--- src/core/omp_pkg.sv ---
// Purpose: shared constants and types for the or/copy/pointer-load executor
// Assumes: 16-bit instruction words, 8-bit data path, 12-bit data addresses
// Notes: opcode fields are matched on the upper bits of the instruction word
package omp_pkg;

    // instruction fields
    localparam logic [7:0] OPC_OR_LITERAL = 8'h09;        // bits 15:8
    localparam logic [5:0] OPC_OR_ACC_REG = 6'h04;        // bits 15:10, 0001 00
    localparam logic [5:0] OPC_COPY_REG = 6'h14;          // bits 15:10, 0101 00
    localparam logic [9:0] OPC_LOAD_POINTER = 10'h3b8;    // bits 15:6, 1110 1110 00
    localparam int BIT_DEST = 9;
    localparam int BIT_ACCESS = 8;
    localparam int PTR_SEL_LSB = 4;

    // access bank: low half maps to bank 0, upper half to the top bank
    localparam logic [7:0] ACCESS_SPLIT = 8'h80;
    localparam logic [3:0] ACCESS_LOW_BANK = 4'h0;
    localparam logic [3:0] ACCESS_HIGH_BANK = 4'hf;
    localparam logic [1:0] PTR_COUNT = 2'h3;              // selectors 0..2 legal

    // reset values
    localparam logic [7:0] ACC_RESET = 8'h00;
    localparam logic [3:0] BANK_RESET = 4'h0;
    localparam logic [11:0] PTR_RESET = 12'h000;

    // register port offsets
    localparam logic [3:0] REG_ACC = 4'h0;
    localparam logic [3:0] REG_STATUS = 4'h1;
    localparam logic [3:0] REG_BANK = 4'h2;
    localparam logic [3:0] REG_PTR0_LOW = 4'h4;           // low byte at 4+2i, high at 5+2i

    // status register bit positions
    localparam int STAT_ZERO = 0;
    localparam int STAT_NEG = 1;
    localparam int STAT_WAIT2 = 2;
    localparam int STAT_BUSY = 3;

    // sequencer: fetch, then the four quarters of an instruction cycle
    typedef enum logic [2:0] {
        ST_FETCH,
        ST_Q1,
        ST_Q2,
        ST_Q3,
        ST_Q4
    } omp_state_type;

endpackage

--- src/core/omp_core.sv ---
// Purpose: decode and execute or-literal, or-acc-reg, copy-reg and pointer-load
// Assumes: instruction source and data memory run on mclk; memory reads return next cycle
// Notes: each instruction cycle is four mclk cycles, one per quarter
//
// Design decisions made here: the register addresses and the address-and-strobe port.
`timescale 1ns/1ps
`default_nettype none
module omp_core
    import omp_pkg::*;
(
    // clock and reset
    input wire logic mclk,
    input wire logic srst,
    // instruction stream
    input wire logic [15:0] instr_word,
    input wire logic instr_valid,
    output logic instr_ready,
    output logic instr_done,
    // data memory
    output logic [11:0] mem_addr,
    output logic mem_rd,
    input wire logic [7:0] mem_rdata,
    output logic mem_wr,
    output logic [7:0] mem_wdata,
    // register port
    input wire logic [3:0] reg_addr,
    input wire logic [7:0] reg_wdata,
    input wire logic reg_wr,
    input wire logic reg_rd,
    output logic [7:0] reg_rdata,
    // architectural state
    output logic [7:0] acc,
    output logic flag_n,
    output logic flag_z,
    output logic [3:0] bank_select_reg,
    output logic [11:0] pointer_reg0,
    output logic [11:0] pointer_reg1,
    output logic [11:0] pointer_reg2
);

    omp_state_type state;
    omp_state_type next_state;
    logic [15:0] op;
    logic phase2;
    logic wait_second;
    logic [1:0] ptr_sel;
    logic [7:0] result;
    logic [11:0] ptr_reg [3];

    // zero test used by the flag update; its check compares with 8'h00 directly
    function automatic logic is_zero(input logic [7:0] v);
        is_zero = (v == 8'h00);
    endfunction

    // register port read mux
    function automatic logic [7:0] read_mux(input logic [3:0] a, input logic [7:0] acc_v,
                                            input logic [7:0] stat_v, input logic [3:0] bank_v,
                                            input logic [11:0] p0, input logic [11:0] p1,
                                            input logic [11:0] p2);
        case (a)
            REG_ACC: read_mux = acc_v;
            REG_STATUS: read_mux = stat_v;
            REG_BANK: read_mux = {4'h0, bank_v};
            REG_PTR0_LOW: read_mux = p0[7:0];
            REG_PTR0_LOW + 4'h1: read_mux = {4'h0, p0[11:8]};
            REG_PTR0_LOW + 4'h2: read_mux = p1[7:0];
            REG_PTR0_LOW + 4'h3: read_mux = {4'h0, p1[11:8]};
            REG_PTR0_LOW + 4'h4: read_mux = p2[7:0];
            REG_PTR0_LOW + 4'h5: read_mux = {4'h0, p2[11:8]};
            default: read_mux = 8'h00;
        endcase
    endfunction

    // decode; a second pointer-load word is never decoded as an opcode
    wire is_or_lit = !phase2 && (op[15:8] == OPC_OR_LITERAL);
    wire is_or_reg = !phase2 && (op[15:10] == OPC_OR_ACC_REG);
    wire is_copy = !phase2 && (op[15:10] == OPC_COPY_REG);
    wire is_ptr_first = !phase2 && (op[15:6] == OPC_LOAD_POINTER);
    wire is_reg_op = is_or_reg || is_copy;
    wire sets_flags = is_or_lit || is_reg_op;
    wire dest_reg = op[BIT_DEST];
    wire accept = instr_ready && instr_valid;

    // effective address: access bank splits on the address msb
    wire [3:0] access_bank = (op[7:0] < ACCESS_SPLIT) ? ACCESS_LOW_BANK : ACCESS_HIGH_BANK;
    wire [3:0] eff_bank = op[BIT_ACCESS] ? bank_select_reg : access_bank;
    wire [11:0] eff_addr = {eff_bank, op[7:0]};

    // operand selection for the process quarter
    wire [7:0] or_operand = is_or_lit ? op[7:0] : mem_rdata;
    wire [7:0] next_result = is_copy ? mem_rdata : (acc | or_operand);
    wire write_acc = sets_flags && !(is_reg_op && dest_reg);
    wire [7:0] status_v = {4'h0, state != ST_FETCH, wait_second, flag_n, flag_z};
    wire bus_acc_wr = reg_wr && (reg_addr == REG_ACC);
    wire bus_bank_wr = reg_wr && (reg_addr == REG_BANK);

    // quarter sequencing: one mclk per quarter
    always_comb begin
        case (state)
            ST_FETCH: next_state = accept ? ST_Q1 : ST_FETCH;
            ST_Q1: next_state = ST_Q2;
            ST_Q2: next_state = ST_Q3;
            ST_Q3: next_state = ST_Q4;
            ST_Q4: next_state = ST_FETCH;
            default: next_state = ST_FETCH;
        endcase
    end

    // sequencer and instruction capture
    always_ff @(posedge mclk) begin
        if (srst) begin
            state <= ST_FETCH;
            instr_ready <= 1'b0;
            op <= 16'h0000;
            phase2 <= 1'b0;
        end else begin
            state <= next_state;
            instr_ready <= (next_state == ST_FETCH) && !(state == ST_FETCH && accept);
            if (accept) begin
                op <= instr_word;
                phase2 <= wait_second;
            end
        end
    end

    // data memory: read in Q2, write-back in Q4
    always_ff @(posedge mclk) begin
        if (srst) begin
            mem_addr <= 12'h000;
            mem_rd <= 1'b0;
            mem_wr <= 1'b0;
            mem_wdata <= 8'h00;
        end else begin
            mem_rd <= (state == ST_Q1) && is_reg_op;
            if (state == ST_Q1) begin
                mem_addr <= eff_addr;
            end
            mem_wr <= (state == ST_Q3) && is_reg_op && dest_reg;
            if (state == ST_Q3) begin
                mem_wdata <= next_result;
            end
        end
    end

    // process quarter result
    always_ff @(posedge mclk) begin
        if (srst) begin
            result <= 8'h00;
        end else if (state == ST_Q3) begin
            result <= next_result;
        end
    end

    // accumulator and flags, written in Q4; instruction beats a bus write
    always_ff @(posedge mclk) begin
        if (srst) begin
            acc <= ACC_RESET;
            flag_n <= 1'b0;
            flag_z <= 1'b0;
        end else if (state == ST_Q4 && sets_flags) begin
            if (write_acc) begin
                acc <= result;
            end
            flag_n <= result[7];
            flag_z <= is_zero(result);
        end else if (bus_acc_wr) begin
            acc <= reg_wdata;
        end
    end

    // pointer load: high part on first word, low byte on second
    always_ff @(posedge mclk) begin
        if (srst) begin
            ptr_reg[0] <= PTR_RESET;
            ptr_reg[1] <= PTR_RESET;
            ptr_reg[2] <= PTR_RESET;
            ptr_sel <= 2'h0;
            wait_second <= 1'b0;
        end else begin
            if (accept) begin
                wait_second <= 1'b0;
            end
            if (state == ST_Q4 && is_ptr_first) begin
                ptr_sel <= op[PTR_SEL_LSB +: 2];
                wait_second <= 1'b1;
                if (op[PTR_SEL_LSB +: 2] < PTR_COUNT) begin
                    ptr_reg[op[PTR_SEL_LSB +: 2]][11:8] <= op[3:0];
                end
            end
            if (state == ST_Q4 && phase2 && ptr_sel < PTR_COUNT) begin
                ptr_reg[ptr_sel][7:0] <= op[7:0];
            end
        end
    end

    // bank select and register port answers; read data only the cycle after
    always_ff @(posedge mclk) begin
        if (srst) begin
            bank_select_reg <= BANK_RESET;
            reg_rdata <= 8'h00;
            instr_done <= 1'b0;
        end else begin
            if (bus_bank_wr) begin
                bank_select_reg <= reg_wdata[3:0];
            end
            reg_rdata <= reg_rd ? read_mux(reg_addr, acc, status_v, bank_select_reg,
                                           ptr_reg[0], ptr_reg[1], ptr_reg[2]) : 8'h00;
            instr_done <= (state == ST_Q4);
        end
    end

    assign pointer_reg0 = ptr_reg[0];
    assign pointer_reg1 = ptr_reg[1];
    assign pointer_reg2 = ptr_reg[2];

    // helper: quarters since the word was taken; a stuck sequencer shows up as a run-away count
    logic [2:0] busy_cnt;
    always_ff @(posedge mclk) begin
        if (srst) begin
            busy_cnt <= 3'h0;
        end else begin
            busy_cnt <= (state == ST_FETCH) ? 3'h0 : busy_cnt + 3'h1;
        end
    end

    // checks
    a_or_literal_acc: assert property (@(posedge mclk) disable iff (srst)
        (state == ST_Q3 && is_or_lit) |=> ##1 acc == ($past(acc, 2) | $past(op[7:0], 2)))
        else $error("or-literal result not in accumulator");
    a_quarter_span: assert property (@(posedge mclk) disable iff (srst)
        (state == ST_Q1) |=> (state == ST_Q2) ##1 (state == ST_Q3) ##1 (state == ST_Q4)
        ##1 (state == ST_FETCH && instr_done))
        else $error("instruction cycle not four quarters");
    a_or_reg_value: assert property (@(posedge mclk) disable iff (srst)
        (state == ST_Q3 && is_or_reg) |=> result == ($past(acc) | $past(mem_rdata)))
        else $error("or-acc-reg result wrong");
    a_access_bank: assert property (@(posedge mclk) disable iff (srst)
        (state == ST_Q2 && is_reg_op && !op[BIT_ACCESS]) |->
        mem_addr[11:8] == (op[7] ? ACCESS_HIGH_BANK : ACCESS_LOW_BANK))
        else $error("access bank not used");
    a_pointer_low: assert property (@(posedge mclk) disable iff (srst)
        (state == ST_Q4 && phase2 && ptr_sel == 2'h1) |=> ptr_reg[1][7:0] == $past(op[7:0]))
        else $error("pointer low byte not loaded");
    a_pointer_no_flag: assert property (@(posedge mclk) disable iff (srst)
        (state == ST_Q4 && (is_ptr_first || phase2)) |=> $stable(flag_n) && $stable(flag_z))
        else $error("pointer load touched flags");
    a_copy_value: assert property (@(posedge mclk) disable iff (srst)
        (state == ST_Q3 && is_copy) |=> result == $past(mem_rdata))
        else $error("copy-reg value wrong");
    a_dest_writeback: assert property (@(posedge mclk) disable iff (srst)
        (state == ST_Q3 && is_reg_op && dest_reg) |=> mem_wr && mem_wdata == result
        && mem_addr == $past(mem_addr) ##1 !mem_wr)
        else $error("write-back to register missing");
    a_flag_values: assert property (@(posedge mclk) disable iff (srst)
        (state == ST_Q4 && sets_flags) |=> flag_n == $past(result[7])
        && flag_z == ($past(result) == 8'h00))
        else $error("flags do not follow result");
    a_read_quarter: assert property (@(posedge mclk) disable iff (srst)
        (state == ST_Q1 && is_reg_op) |=> mem_rd ##1 !mem_rd)
        else $error("register read not in second quarter");

    // quarter timing and destination routing
    a_ready_busy: assert property (@(posedge mclk) disable iff (srst)
        (state != ST_FETCH) |-> !instr_ready)
        else $error("ready raised inside an instruction cycle");
    a_done_pulse: assert property (@(posedge mclk) disable iff (srst)
        instr_done |=> !instr_done)
        else $error("done pulse longer than one cycle");
    a_cycle_bound: assert property (@(posedge mclk) disable iff (srst)
        busy_cnt <= 3'h4)
        else $error("instruction cycle longer than four quarters");
    a_literal_no_mem: assert property (@(posedge mclk) disable iff (srst)
        (state == ST_Q1 && is_or_lit) |=> (!mem_rd && !mem_wr) ##1 (!mem_rd && !mem_wr) ##1 !mem_wr)
        else $error("or-literal touched data memory");
    a_dest_acc_write: assert property (@(posedge mclk) disable iff (srst)
        (state == ST_Q4 && is_reg_op && !dest_reg) |=> acc == $past(result))
        else $error("register op result not in accumulator");
    a_dest_keeps_acc: assert property (@(posedge mclk) disable iff (srst)
        (state == ST_Q4 && is_reg_op && dest_reg) |=> $stable(acc))
        else $error("write-back op changed accumulator");
    a_dest_no_write: assert property (@(posedge mclk) disable iff (srst)
        (state == ST_Q3 && is_reg_op && !dest_reg) |=> !mem_wr)
        else $error("accumulator destination wrote memory");

    // selector 2 loads its high nibble; selector 3 is outside the three pointers and must leave them all alone
    a_pointer_high: assert property (@(posedge mclk) disable iff (srst)
        (state == ST_Q4 && is_ptr_first && op[PTR_SEL_LSB +: 2] == 2'h2) |=>
        ptr_reg[2][11:8] == $past(op[3:0]))
        else $error("pointer high nibble not loaded");
    a_pointer_sel_idle: assert property (@(posedge mclk) disable iff (srst)
        (state == ST_Q4 && is_ptr_first && op[PTR_SEL_LSB +: 2] == 2'h3) |=>
        $stable(pointer_reg0) && $stable(pointer_reg1) && $stable(pointer_reg2))
        else $error("illegal pointer selector wrote a pointer");

endmodule
`default_nettype wire

--- config.mk ---
export PLATFORM = sky130hd
export DESIGN_NAME = omp_core
export DESIGN_NICKNAME = d
export VERILOG_FILES = /design/src/core/omp_pkg.sv /design/src/core/omp_core.sv
export SDC_FILE = /design/constraint.sdc
export NUM_CORES = 1
export LEC_CHECK = 0
export ABC_CLOCK_PERIOD_IN_PS = 3750
export BUFFER_PORTS_ARGS = -buffer_cell sky130_fd_sc_hd__buf_2
export CAP_MARGIN = 20
export CORE_ASPECT_RATIO = 0.6
export CORE_MARGIN = 2
export CORE_UTILIZATION = 35
export DETAILED_ROUTE_END_ITERATION = 7
export GPL_TIMING_DRIVEN = 0
export PLACE_DENSITY_LB_ADDON = 0.2
export SETUP_SLACK_MARGIN = 0.3
export SYNTH_ARGS = -nofsm -noshare
export SYNTH_HDL_FRONTEND = slang
export SYNTH_SLANG_ARGS = --single-unit
--- constraint.sdc ---
create_clock -name mclk -period 3.75 [get_ports mclk]
set_input_delay 0.5625 -clock mclk [delete_from_list [all_inputs] [get_ports mclk]]
set_output_delay 0.5625 -clock mclk [all_outputs]
set_load 0.05 [all_outputs]
==> results.md, run 1 <==
- Status: finished clean
- Number of synthesized flops with an enable pin: 36
- CTS sink cnt: between 100 and 150
- Initial antenna violation count: 1
- Largest vdd supply drop: 0.226 mV
- Crit Path Category: flip-flop to flip-flop
- Critical Path Start: op[6]
- Reg2reg setup slack: 1.09 ns
- Number of DRC markers in iteration 0: between 400 and 500
- Average routed wire per standard cell: approximately 20 um
- Min-Delay Path Class: input pin to flip-flop
- Filler cells: between 1000 and 1500
- Post-synth top area share: 0.280
- Total grt overflow: 0
- Largest stage delay, worst path: around 0.58 ns
- Wire length of the first global-routing pass: approximately 24000 um
- Synthesized area per cell: approximately 10 sq um
- Remaining antenna violation count after routing: 0
- Post-route worst setup slack: between 1 and 1.5 ns
- Total of buffers placed on input and output ports: 120
- Unrepaired setup endpoints after global routing: false
- Data required time of the worst path: 3.78 ns
- Hold buffer count at CTS: 0
- Critical Path Source Type: flip-flop
- Logic depth of the worst path, buffers included: 5
- Total half-perimeter wirelength after legalization and detailed placement: 12600 um
- Quantity of gates resized following cts: 0
- Gate count after technology mapping: a little under 500
- Top cells by area in the synthesized netlist: sky130_fd_sc_hd__dfxtp_1, sky130_fd_sc_hd__edfxtp_1, sky130_fd_sc_hd__nand2_1
- Synthesized net count: approximately 540
- Post-synthesis to final-layout area growth: 22.9%
- Proportion of synthesized area in mux cells: 0.0525
- Slew of the pin with the lowest slew margin: about 0.9 ns
- Top cell type by total area after synthesis: sky130_fd_sc_hd__dfxtp_1
- Clock slew at the register clock pins of the worst setup and hold paths: approximately 0.07 ns
- Synth Area in Simple Gates: 0.244
- DR pass1 iterations: 5
- Number of inserted diodes: 0
- Power per cell area: between 400 and 500 nW/um^2
- Clock Path Buffers: 2
- Final design area excluding fillers: about 6000 sq um
- Total die area: about 15000 sq um
- Post-placement cell area: ~5800 sq um
- Count of cells along the worst register-to-register path: 5
- Drt drc: 0
- Share of synthesized cell area in full adder, half adder and majority cells: 0
- Worst path top cell family by delay: simple AND/OR/NAND/NOR gates
- Shortest clock period the worst path allows after layout: roughly 2.7 ns
- Capture point of the worst path: ptr_reg[0][10]
- Critical-path top delay cell: sky130_fd_sc_hd__or4b_1
- Async S/R FF share, synth: 0
- Total setup violations reported at the end of the flow: 0
- Area inside the core boundary: approximately 14000 sq um
- Routed WL: about 17000 um
- Worst slack at placement: around 1.1 ns
- Biggest fanout along the worst timing path: 7
- RePlAce Congestion: 0.912
- Peak clock frequency supported by timing: about 380 MHz
- Mapped Area: around 4900 sq um
- Die X: roughly 160 um
- Combined area of the multi-input logic cells: roughly 2200 sq um
- Part of the Yosys area used for sequential elements: 0.499
- Setup TNS: 0 ns
- Most common library cell in the layout ignoring fill and taps: sky130_fd_sc_hd__buf_2
- CTS Root Buffer Type: sky130_fd_sc_hd__clkbuf_16
- Main combinational cell family by area after synthesis: simple AND/OR/NAND/NOR gates
- Worst slew slack as a fraction of its limit: 0.379
- Number of buffers inserted during clock tree synthesis: 9
- Most frequent cells in the layout: sky130_fd_sc_hd__buf_2, sky130_fd_sc_hd__nand2_1, sky130_fd_sc_hd__dfxtp_1, sky130_fd_sc_hd__edfxtp_1, sky130_fd_sc_hd__a21oi_1
- Worst-skew pair later-pin latency: 0.35 ns
- Hold Vio Cnt, Final: 0
- Arrival time of the worst setup path: ~2.7 ns
- Endpoint of the worst-slack reg-to-reg timing path: ptr_reg[0][10]
- Vias in the first global route: 4054
- CP cell instances: or4b_1, or4_4, buf_6, a211oi_4, or2_1
- Final Instance Count excl. Fillers: about 820
- Max Cap Violations: 0
- Post-DR vias/cell: roughly 5.4
- Distinct cell type count of the synthesized netlist: 65
- Hold Slack: between 0.4 and 0.5 ns
- Post-layout nets: 668
- Total vias in the final route: 4431
- Post-placement cell count: between 800 and 900
- Period utilisation layout: 0.708
- Effective utilization at floorplan: 0.360
- Count of buffering cells on the critical path with inverters included: 1
- Final Max Tran Viols: 0
- Final core area utilization: 0.442
- Max FFs per register: 36
- Area used by sequential logic in the layout: ~2500 sq um
- H-tree levels: 3
- Clock tree from TritonCTS: done
- Xor/xnor share of the synthesized area: 0.00177
- Kind of end point of the critical path: flip-flop
- Worst R2R Start: op[6]
- Syn. warnings: 0
- Worst clock skew: ~0.015 ns
- Compound-Gate Fraction of Synth Area: 0.156
- Row count: 33
- Share of layout cells above drive strength 1: 0.286
- Chip Height: about 96 um
- Static Leak: between 2 and 2.5 nW
- Post-CTS Repair Setup Buffers: 0
- GRT Overall Usage: 0.221
- Post-layout power: between 2 and 3 mW
- Number of synthesized register bits: 105
- Top-level I/O count: 123
- Top_reg_cell synth: sky130_fd_sc_hd__dfxtp_1
- Maximum number of pins on one net before global-route repair: 17
Yosys cell counts (5+ instances only):
cell	number
sky130_fd_sc_hd__a311oi_2	7
sky130_fd_sc_hd__edfxtp_1	36
sky130_fd_sc_hd__a21oi_1	34
sky130_fd_sc_hd__dfxtp_1	69
sky130_fd_sc_hd__nand2_1	78
sky130_fd_sc_hd__nor4_1	5
sky130_fd_sc_hd__inv_1	12
sky130_fd_sc_hd__nor2b_1	7
sky130_fd_sc_hd__a22oi_1	6
sky130_fd_sc_hd__o22a_1	5
sky130_fd_sc_hd__mux2_2	7
sky130_fd_sc_hd__clkbuf_1	20
sky130_fd_sc_hd__nand3b_1	5
sky130_fd_sc_hd__and2_1	33
sky130_fd_sc_hd__o221ai_1	8
sky130_fd_sc_hd__nand3_1	17
sky130_fd_sc_hd__nor3_1	13
sky130_fd_sc_hd__a2bb2oi_1	10
sky130_fd_sc_hd__mux2i_1	18
sky130_fd_sc_hd__nor2_1	29
layout make-up:
type	instances	share of cell area
tap	192	0.0396
buffer	31	0.0301
multi-input combinational	348	0.370
clock buffer	11	0.0384
timing repair buffer	120	0.0990
inverter	12	0.00743
sequential	105	0.406
clock inverter	5	0.00908
worst min-delay path by stage:
stage,start,endpoint,slack [ns],cells past startpoint
after detailed placement,mem_addr[5],mem_addr[5],0.46,2
after floorplan,wait_second,phase2,0.44,2
after global placement,mem_addr[6],mem_addr[6],0.45,2
final,instr_word[6],op[6],0.45,3
after global routing,instr_word[6],op[6],0.45,3
after CTS,instr_word[5],op[5],0.44,3
per-layer routing:
metal,global-route usage,up-vias,part of all wire
met3,0.0468,18,0.085
li1,-,2042,-
met1,0.354,2154,0.52
met4,0.0402,0,0.011
met5,0,-,0
met2,0.299,217,0.38
power breakdown:
group / total, mW / internal (mW) / switching [mW]
Combinational: 0.368 / 0.109 / 0.259
Clock: 0.948 / 0.519 / 0.429
Sequential: 1.26 / 1.21 / 0.0472
Total: 2.58 / 1.84 / 0.735
cells by family after synthesis:
kind of cell,count (synthesis)
buffers and inverters,43
DFF,105
and+or+nand+nor,222
AOI/OAI and AO/OA,100
muxes,25
xor gates and xnor gates,1
tightest hold or removal path, cell delays in order:
cell                      delay [ns]
sky130_fd_sc_hd__buf_2          0.10
sky130_fd_sc_hd__nand2_1        0.05
sky130_fd_sc_hd__a21oi_1        0.05
Power figures use the tool's default switching activity.
==> run 2: changes to the inputs <==
--- a/config.mk
+++ b/config.mk
@@ -5,7 +5,7 @@
 export SDC_FILE = /design/constraint.sdc
 export NUM_CORES = 1
 export LEC_CHECK = 0
-export ABC_CLOCK_PERIOD_IN_PS = 3750
+export ABC_CLOCK_PERIOD_IN_PS = 2460
 export BUFFER_PORTS_ARGS = -buffer_cell sky130_fd_sc_hd__buf_2
 export CAP_MARGIN = 20
 export CORE_ASPECT_RATIO = 0.6
==> constraint.sdc (replaced) <==
create_clock -name mclk -period 2.46 [get_ports mclk]
set_input_delay 0.369 -clock mclk [delete_from_list [all_inputs] [get_ports mclk]]
set_output_delay 0.369 -clock mclk [all_outputs]
set_load 0.05 [all_outputs]
==> run 2 against run 1 <==
Cell count increased by 1.2%; clock power increased by 57%; critical path depth unchanged; clock skew shrank 0.0044 ns; via count grew 0.23%; worst setup slack lost 0.82 ns; sequential power increased by 52%; routed wire length increased by 1.6%; clock-buffer cell count stayed put; register-to-register slack got worse by 0.82 ns; hold slack worse by 0.21 ns; largest power group unchanged; highest routed layer unchanged.
==> results.md, run 2 (synthesis results as in run 1) <==
- Routed WL: 16900 um (+1.6%)
- Max FFs per register: 36 (unchanged)
- Drt drc: 0 (unchanged)
- Count of cells along the worst register-to-register path: 5 (unchanged)
- CTS sink cnt: 105 (unchanged)
- DR pass1 iterations: 5 (unchanged)
- Vias in the first global route: 4038 (-0.39%)
- Effective utilization at floorplan: 0.360 (unchanged)
- Slew of the pin with the lowest slew margin: 0.817 ns (-0.106 ns)
- Worst slew slack as a fraction of its limit: 0.451 (+0.0711)
- Final core area utilization: 0.455 (+0.0124)
- Share of layout cells above drive strength 1: 0.318 (+0.0314)
- Worst-skew pair later-pin latency: 0.35 ns (about the same)
- Most common library cell in the layout ignoring fill and taps: sky130_fd_sc_hd__buf_2
- Biggest fanout along the worst timing path: 5 (-2)
- H-tree levels: 3 (unchanged)
- Clock Path Buffers: 2 (unchanged)
- Crit Path Category: flip-flop to flip-flop
- Top-level I/O count: 123 (unchanged)
- Kind of end point of the critical path: flip-flop
- Final Instance Count excl. Fillers: 834 (+1.2%)
- Critical Path Source Type: flip-flop
- CTS Root Buffer Type: sky130_fd_sc_hd__clkbuf_16
- Static Leak: 2.44 nW (+3.6%)
- Number of DRC markers in iteration 0: 479 (+5.0%)
- Total of buffers placed on input and output ports: 120 (unchanged)
- Chip Height: 96.0 um (unchanged)
- Die X: 157 um (unchanged)
- Filler cells: 1359 (-0.15%)
- Hold Crit Endpoint: op[7]
- Most frequent cells in the layout: sky130_fd_sc_hd__buf_2, sky130_fd_sc_hd__nand2_1, sky130_fd_sc_hd__dfxtp_1, sky130_fd_sc_hd__edfxtp_1, sky130_fd_sc_hd__a21oi_1
- Hold Vio Cnt, Final: 0 (unchanged)
- Total half-perimeter wirelength after legalization and detailed placement: 12500 um (-0.82%)
- Area inside the core boundary: 13700 sq um (unchanged)
- Remaining antenna violation count after routing: 0 (unchanged)
- Total die area: 15100 sq um (unchanged)
- Average routed wire per standard cell: 20.3 um (+0.40%)
- Post-synthesis to final-layout area growth: 26.3%
- Max Cap Violations: 0 (unchanged)
- Period utilisation layout: 0.888 (+0.180)
- Post-placement cell count: 808 (unchanged)
- Reg2reg setup slack: 0.28 ns (-0.82 ns)
- Shortest clock period the worst path allows after layout: 2.18 ns (-0.471 ns)
- Min-Delay Path Class: input pin to flip-flop
- Total setup violations reported at the end of the flow: 0 (unchanged)
- Row count: 33 (unchanged)
- Status: finished clean
- Peak clock frequency supported by timing: 458 MHz (+22%)
- Clock tree from TritonCTS: done
- Unrepaired setup endpoints after global routing: true
- Clock slew at the register clock pins of the worst setup and hold paths: 0.08 ns (about the same)
- Initial antenna violation count: 1 (unchanged)
- Wire length of the first global-routing pass: 24400 um (+0.25%)
- Final Max Tran Viols: 0 (unchanged)
- Endpoint of the worst-slack reg-to-reg timing path: ptr_reg[0][9]
- Worst clock skew: 0.0107 ns (-0.00442 ns)
- Arrival time of the worst setup path: 2.25 ns (-0.44 ns)
- Post-DR vias/cell: 5.32 (-0.98%)
- GRT Overall Usage: 0.224 (+0.00256)
- Worst R2R Start: op[6]
- Post-layout nets: 678 (+1.5%)
- Data required time of the worst path: 2.52 ns (-1.26 ns)
- Total grt overflow: 0 (unchanged)
- Maximum number of pins on one net before global-route repair: 19 (+2)
- Worst min-delay path startpoint: instr_word[7]
- Hold buffer count at CTS: 0 (unchanged)
- Hold Slack: 0.243 ns (-0.210 ns)
- RePlAce Congestion: 0.867 (-4.9%)
- Largest vdd supply drop: 0.419 mV (+85%)
- Total vias in the final route: 4441 (+0.23%)
- Number of inserted diodes: 0 (unchanged)
- Power per cell area: 639 nW/um^2 (+51%)
- Post-layout power: 3.99 mW (+55%)
- Hold-critical path depth: 3 (unchanged)
- Number of buffers inserted during clock tree synthesis: 9 (unchanged)
run 2: cell types whose count changed in the layout (fill, tap and decap cells not counted), moves of 2 or more:
cell	change
sky130_fd_sc_hd__dfxtp_1	-4
sky130_fd_sc_hd__inv_6	+3
sky130_fd_sc_hd__buf_4	+9
sky130_fd_sc_hd__clkbuf_1	-2
sky130_fd_sc_hd__dfxtp_4	+2
sky130_fd_sc_hd__clkbuf_16	+2
sky130_fd_sc_hd__dfxtp_2	+2
sky130_fd_sc_hd__or2_4	+3
sky130_fd_sc_hd__or2_1	-3
run 2: worst max-delay path by stage:
stage	start	to	slack (ns)	cells after the start
finish	op[6]	ptr_reg[0][9]	0.28	5
global route	op[6]	ptr_reg[0][9]	0.20	5
CTS	op[6]	ptr_reg[0][11]	0.22	5
global placement	op[6]	ptr_reg[0][11]	-0.07	5
detailed placement	op[6]	ptr_reg[0][9]	-0.10	5
floorplan	op[6]	ptr_reg[1][10]	0.31	5
run 2: worst max-delay path, cell delays in order, from the launching register on:
cell and delay [ns]:
sky130_fd_sc_hd__dfxtp_4 0.36, sky130_fd_sc_hd__or4b_1 0.50, sky130_fd_sc_hd__or4_4 0.49, sky130_fd_sc_hd__buf_8 0.15, sky130_fd_sc_hd__a211oi_4 0.18, sky130_fd_sc_hd__or2_4 0.20
run 2: repair_timing:
item | CTS | global route
pin swaps | 4 | 5
buffers inserted | 9 | 1
setup endpoints to repair | 57 | 53
resized for setup | 10 | 5
run 2: metal layers:
| metal | vias up | track usage | wire length [um] |
|---|---|---|---|
| li1 | 2068 | - | - |
| met2 | 231 | 0.294 | 6350 |
| met4 | 0 | 0.0470 | 186 |
| met3 | 16 | 0.0594 | 1710 |
| met5 | - | 0 | 0 |
| met1 | 2126 | 0.355 | 8640 |
run 2: power by group:
| group | switching [mW] | internal [mW] | total, mW |
|---|---|---|---|
| clock network | 0.672 | 0.821 | 1.49 |
| logic | 0.405 | 0.172 | 0.578 |
| registers | 0.0668 | 1.85 | 1.92 |
run 2: per-stage QoR:
| stage | worst slack (ns) | area, sq um | TNS (ns) |
|---|---|---|---|
| final | 0.276 | 6230 | 0 |
| after global routing | 0.203 | 6230 | 0 |
| after CTS | 0.217 | 6190 | 0 |
| after detailed placement | -0.104 | 5780 | -0.559 |
| after global placement | -0.0726 | 5780 | -0.293 |
| after floorplan | 0.311 | 4940 | 0 |
run 2: cell type report:
class / count / area (sq um) / share of cell area
Buffer: 31 / 186 / 0.0299
Sequential cell: 105 / 2470 / 0.397
Multi-Input combinational cell: 348 / 2290 / 0.367
Tap cell: 192 / 240 / 0.0385
Clock buffer: 11 / 275 / 0.0442
Clock inverter: 5 / 37.5 / 0.00602
Inverter: 12 / 45.0 / 0.00722
Timing Repair Buffer: 130 / 688 / 0.110
==> run 3: changes to the inputs <==
--- a/config.mk
+++ b/config.mk
@@ -11,10 +11,10 @@
 export CORE_ASPECT_RATIO = 0.6
 export CORE_MARGIN = 2
 export CORE_UTILIZATION = 35
+export CTS_BUF_LIST = sky130_fd_sc_hd__clkbuf_16
 export DETAILED_ROUTE_END_ITERATION = 7
 export GPL_TIMING_DRIVEN = 0
 export PLACE_DENSITY_LB_ADDON = 0.2
-export SETUP_SLACK_MARGIN = 0.3
 export SYNTH_ARGS = -nofsm -noshare
 export SYNTH_HDL_FRONTEND = slang
 export SYNTH_SLANG_ARGS = --single-unit
==> run 3 against run 2 <==
Sequential cell count did not move; via count up 0.38%; global-route usage decreased by 0.25 points; cell count down 1.2%; design area fell by 2.2%; clock-buffer cell count down 2; critical path depth unchanged; critical endpoint is now ptr_reg[0][10].
==> results.md, run 3 (synthesis results as in run 1) <==
- Post-route worst setup slack: 0.0317 ns (-0.244 ns)
- Total grt overflow: 0 (unchanged)
- Count of cells along the worst register-to-register path: 5 (unchanged)
- Drt drc: 0 (unchanged)
- Hold buffer count at CTS: 0 (unchanged)
- Largest vdd supply drop: 0.343 mV (-18%)
- Data required time of the worst path: 2.52 ns (about the same)
- Biggest fanout along the worst timing path: 7 (+2)
- Number of inserted diodes: 0 (unchanged)
- Period utilisation layout: 0.987 (+0.0992)
- Static Leak: 2.37 nW (-2.8%)
- Worst slew slack as a fraction of its limit: 0.424 (-0.0264)
- Top-level I/O count: 123 (unchanged)
- Remaining antenna violation count after routing: 0 (unchanged)
- Hold Vio Cnt, Final: 0 (unchanged)
- Post-placement cell area: 5780 sq um (-0.13%)
- Final core area utilization: 0.445 (-0.00995)
- Kind of end point of the critical path: flip-flop
- Hold Slack: 0.253 ns (+0.00953 ns)
- Critical Path Source Type: flip-flop
- Final Instance Count excl. Fillers: 824 (-1.2%)
- Post-layout nets: 668 (-1.5%)
- H-tree levels: 3 (unchanged)
- Total vias in the final route: 4458 (+0.38%)
- Peak clock frequency supported by timing: 412 MHz (-10%)
- Max Cap Violations: 0 (unchanged)
- GRT busiest layer: met1
- Power per cell area: 644 nW/um^2 (+0.63%)
- Worst min-delay path startpoint: instr_word[6]
- Number of buffers inserted during clock tree synthesis: 9 (unchanged)
- Worst R2R Start: op[6]
- Slew of the pin with the lowest slew margin: 0.857 ns (+0.0392 ns)
- GRT Overall Usage: 0.221 (-0.00246)
- RePlAce Congestion: 0.912 (+5.2%)
- Post-CTS Repair Setup Buffers: 0 (-9)
- Critical Path Start: op[6]
- Share of layout cells above drive strength 1: 0.299 (-0.0187)
- Vias in the first global route: 4060 (+0.54%)
- CTS Root Buffer Type: sky130_fd_sc_hd__clkbuf_16
- Chip Height: 96.0 um (unchanged)
- Final Max Tran Viols: 0 (unchanged)
- Post-synthesis to final-layout area growth: 23.5%
- Crit Path Category: flip-flop to flip-flop
- Initial antenna violation count: 1 (unchanged)
- Total of buffers placed on input and output ports: 120 (unchanged)
- Clock tree from TritonCTS: done
- CTS sink cnt: 105 (unchanged)
- Worst-skew pair later-pin latency: 0.35 ns (about the same)
- Total half-perimeter wirelength after legalization and detailed placement: 12600 um (+0.82%)
- Effective utilization at floorplan: 0.360 (unchanged)
- Arrival time of the worst setup path: 2.49 ns (+0.24 ns)
- Hold Crit Endpoint: op[6]
- Area inside the core boundary: 13700 sq um (unchanged)
- Routed WL: 16700 um (-1.4%)
- Clock slew at the register clock pins of the worst setup and hold paths: 0.07 ns (about the same)
- Average routed wire per standard cell: 20.2 um (-0.19%)
- Post-placement cell count: 808 (unchanged)
- Total die area: 15100 sq um (unchanged)
- Hold-critical path depth: 3 (unchanged)
- Row count: 33 (unchanged)
- Final design area excluding fillers: 6100 sq um (-2.2%)
- Worst slack at placement: -0.184 ns (-0.0807 ns)
- Post-DR vias/cell: 5.41 (+1.6%)
- DR pass1 iterations: 5 (unchanged)
- Endpoint of the worst-slack reg-to-reg timing path: ptr_reg[0][10]
- Max FFs per register: 36 (unchanged)
- Maximum number of pins on one net before global-route repair: 17 (-2)
- Met1 track demand over resource: 0.354 (-0.00117)
- Most frequent cells in the layout: sky130_fd_sc_hd__buf_2, sky130_fd_sc_hd__nand2_1, sky130_fd_sc_hd__dfxtp_1, sky130_fd_sc_hd__edfxtp_1, sky130_fd_sc_hd__a21oi_1
- Number of DRC markers in iteration 0: 454 (-5.2%)
- Die X: 157 um (unchanged)
- Worst clock skew: 0.0122 ns (+0.00148 ns)
- Min-Delay Path Class: input pin to flip-flop
- Global Route met2 Usage: 0.299 (+0.00546)
- Met3 Use GR: 0.0468 (-0.0126)
- Reg2reg setup slack: 0.03 ns (-0.24 ns)
- Clock Path Buffers: 2 (unchanged)
- Total setup violations reported at the end of the flow: 0 (unchanged)
- Most common library cell in the layout ignoring fill and taps: sky130_fd_sc_hd__buf_2
- Shortest clock period the worst path allows after layout: 2.43 ns (+0.244 ns)
- Status: finished clean
- Wire length of the first global-routing pass: 24400 um (-0.23%)
[run 3: cell types whose count changed in the layout (fill, tap and decap cells not counted), moves of 2 or more]
cell and change:
sky130_fd_sc_hd__clkbuf_16 -2, sky130_fd_sc_hd__inv_6 -3, sky130_fd_sc_hd__dfxtp_1 +2, sky130_fd_sc_hd__inv_1 +2, sky130_fd_sc_hd__dfxtp_4 -2, sky130_fd_sc_hd__buf_4 -9
[run 3: layout make-up]
type                            instances  area [sq um]
Timing Repair Buffer                  120           601
Tap cell                              192           240
Clock inverter                          7          62.6
Inverter                               12          45.0
Sequential cell                       105          2460
Clock buffer                            9           225
Multi-Input combinational cell        348          2280
Fill cell                            1356          7610
Buffer                                 31           183
[run 3: worst max-delay path, cell delays in order (launching register included)]
cell	delay, ns
sky130_fd_sc_hd__dfxtp_2	0.41
sky130_fd_sc_hd__or4b_1	0.55
sky130_fd_sc_hd__or4_4	0.52
sky130_fd_sc_hd__buf_6	0.16
sky130_fd_sc_hd__a211oi_4	0.27
sky130_fd_sc_hd__or2_4	0.22
[run 3: through the flow]
stage                     total power, mW  setup TNS [ns]
final                                3.92               0
after global routing                 4.06        -0.00209
after CTS                            3.93               0
after detailed placement             2.52           -1.39
after global placement               2.51           -1.17
after floorplan                      2.32               0
[run 3: how the worst max path moves through the flow]
stage / slack, ns / end / depth (start not counted)
after detailed placement: -0.18 / ptr_reg[0][9] / 5
after floorplan: 0.24 / ptr_reg[0][10] / 5
after global routing: -0.001 / ptr_reg[2][10] / 5
after CTS: 0.009 / ptr_reg[2][10] / 5
final: 0.03 / ptr_reg[0][10] / 5
after global placement: -0.19 / ptr_reg[0][11] / 5
[run 3: timing repair]
item / 4_1_cts / 5_1_grt
hold endpoints to repair: 0 / 0
endpoints found under the setup margin: 28 / 23
pin swaps: 1 / 0
gates resized for setup: 5 / 5
[run 3: power breakdown]
part           total [mW]  internal (mW)  switching (mW)
registers            1.92           1.85          0.0717
clock network        1.44          0.782           0.657
logic               0.563          0.169           0.394
[run 3: metal layers]
| layer | vias up | wire length [um] |
|---|---|---|
| met3 | 15 | 1580 |
| met5 | - | 0 |
| li1 | 2044 | - |
| met2 | 235 | 6380 |
| met4 | 0 | 161 |
| met1 | 2164 | 8530 |
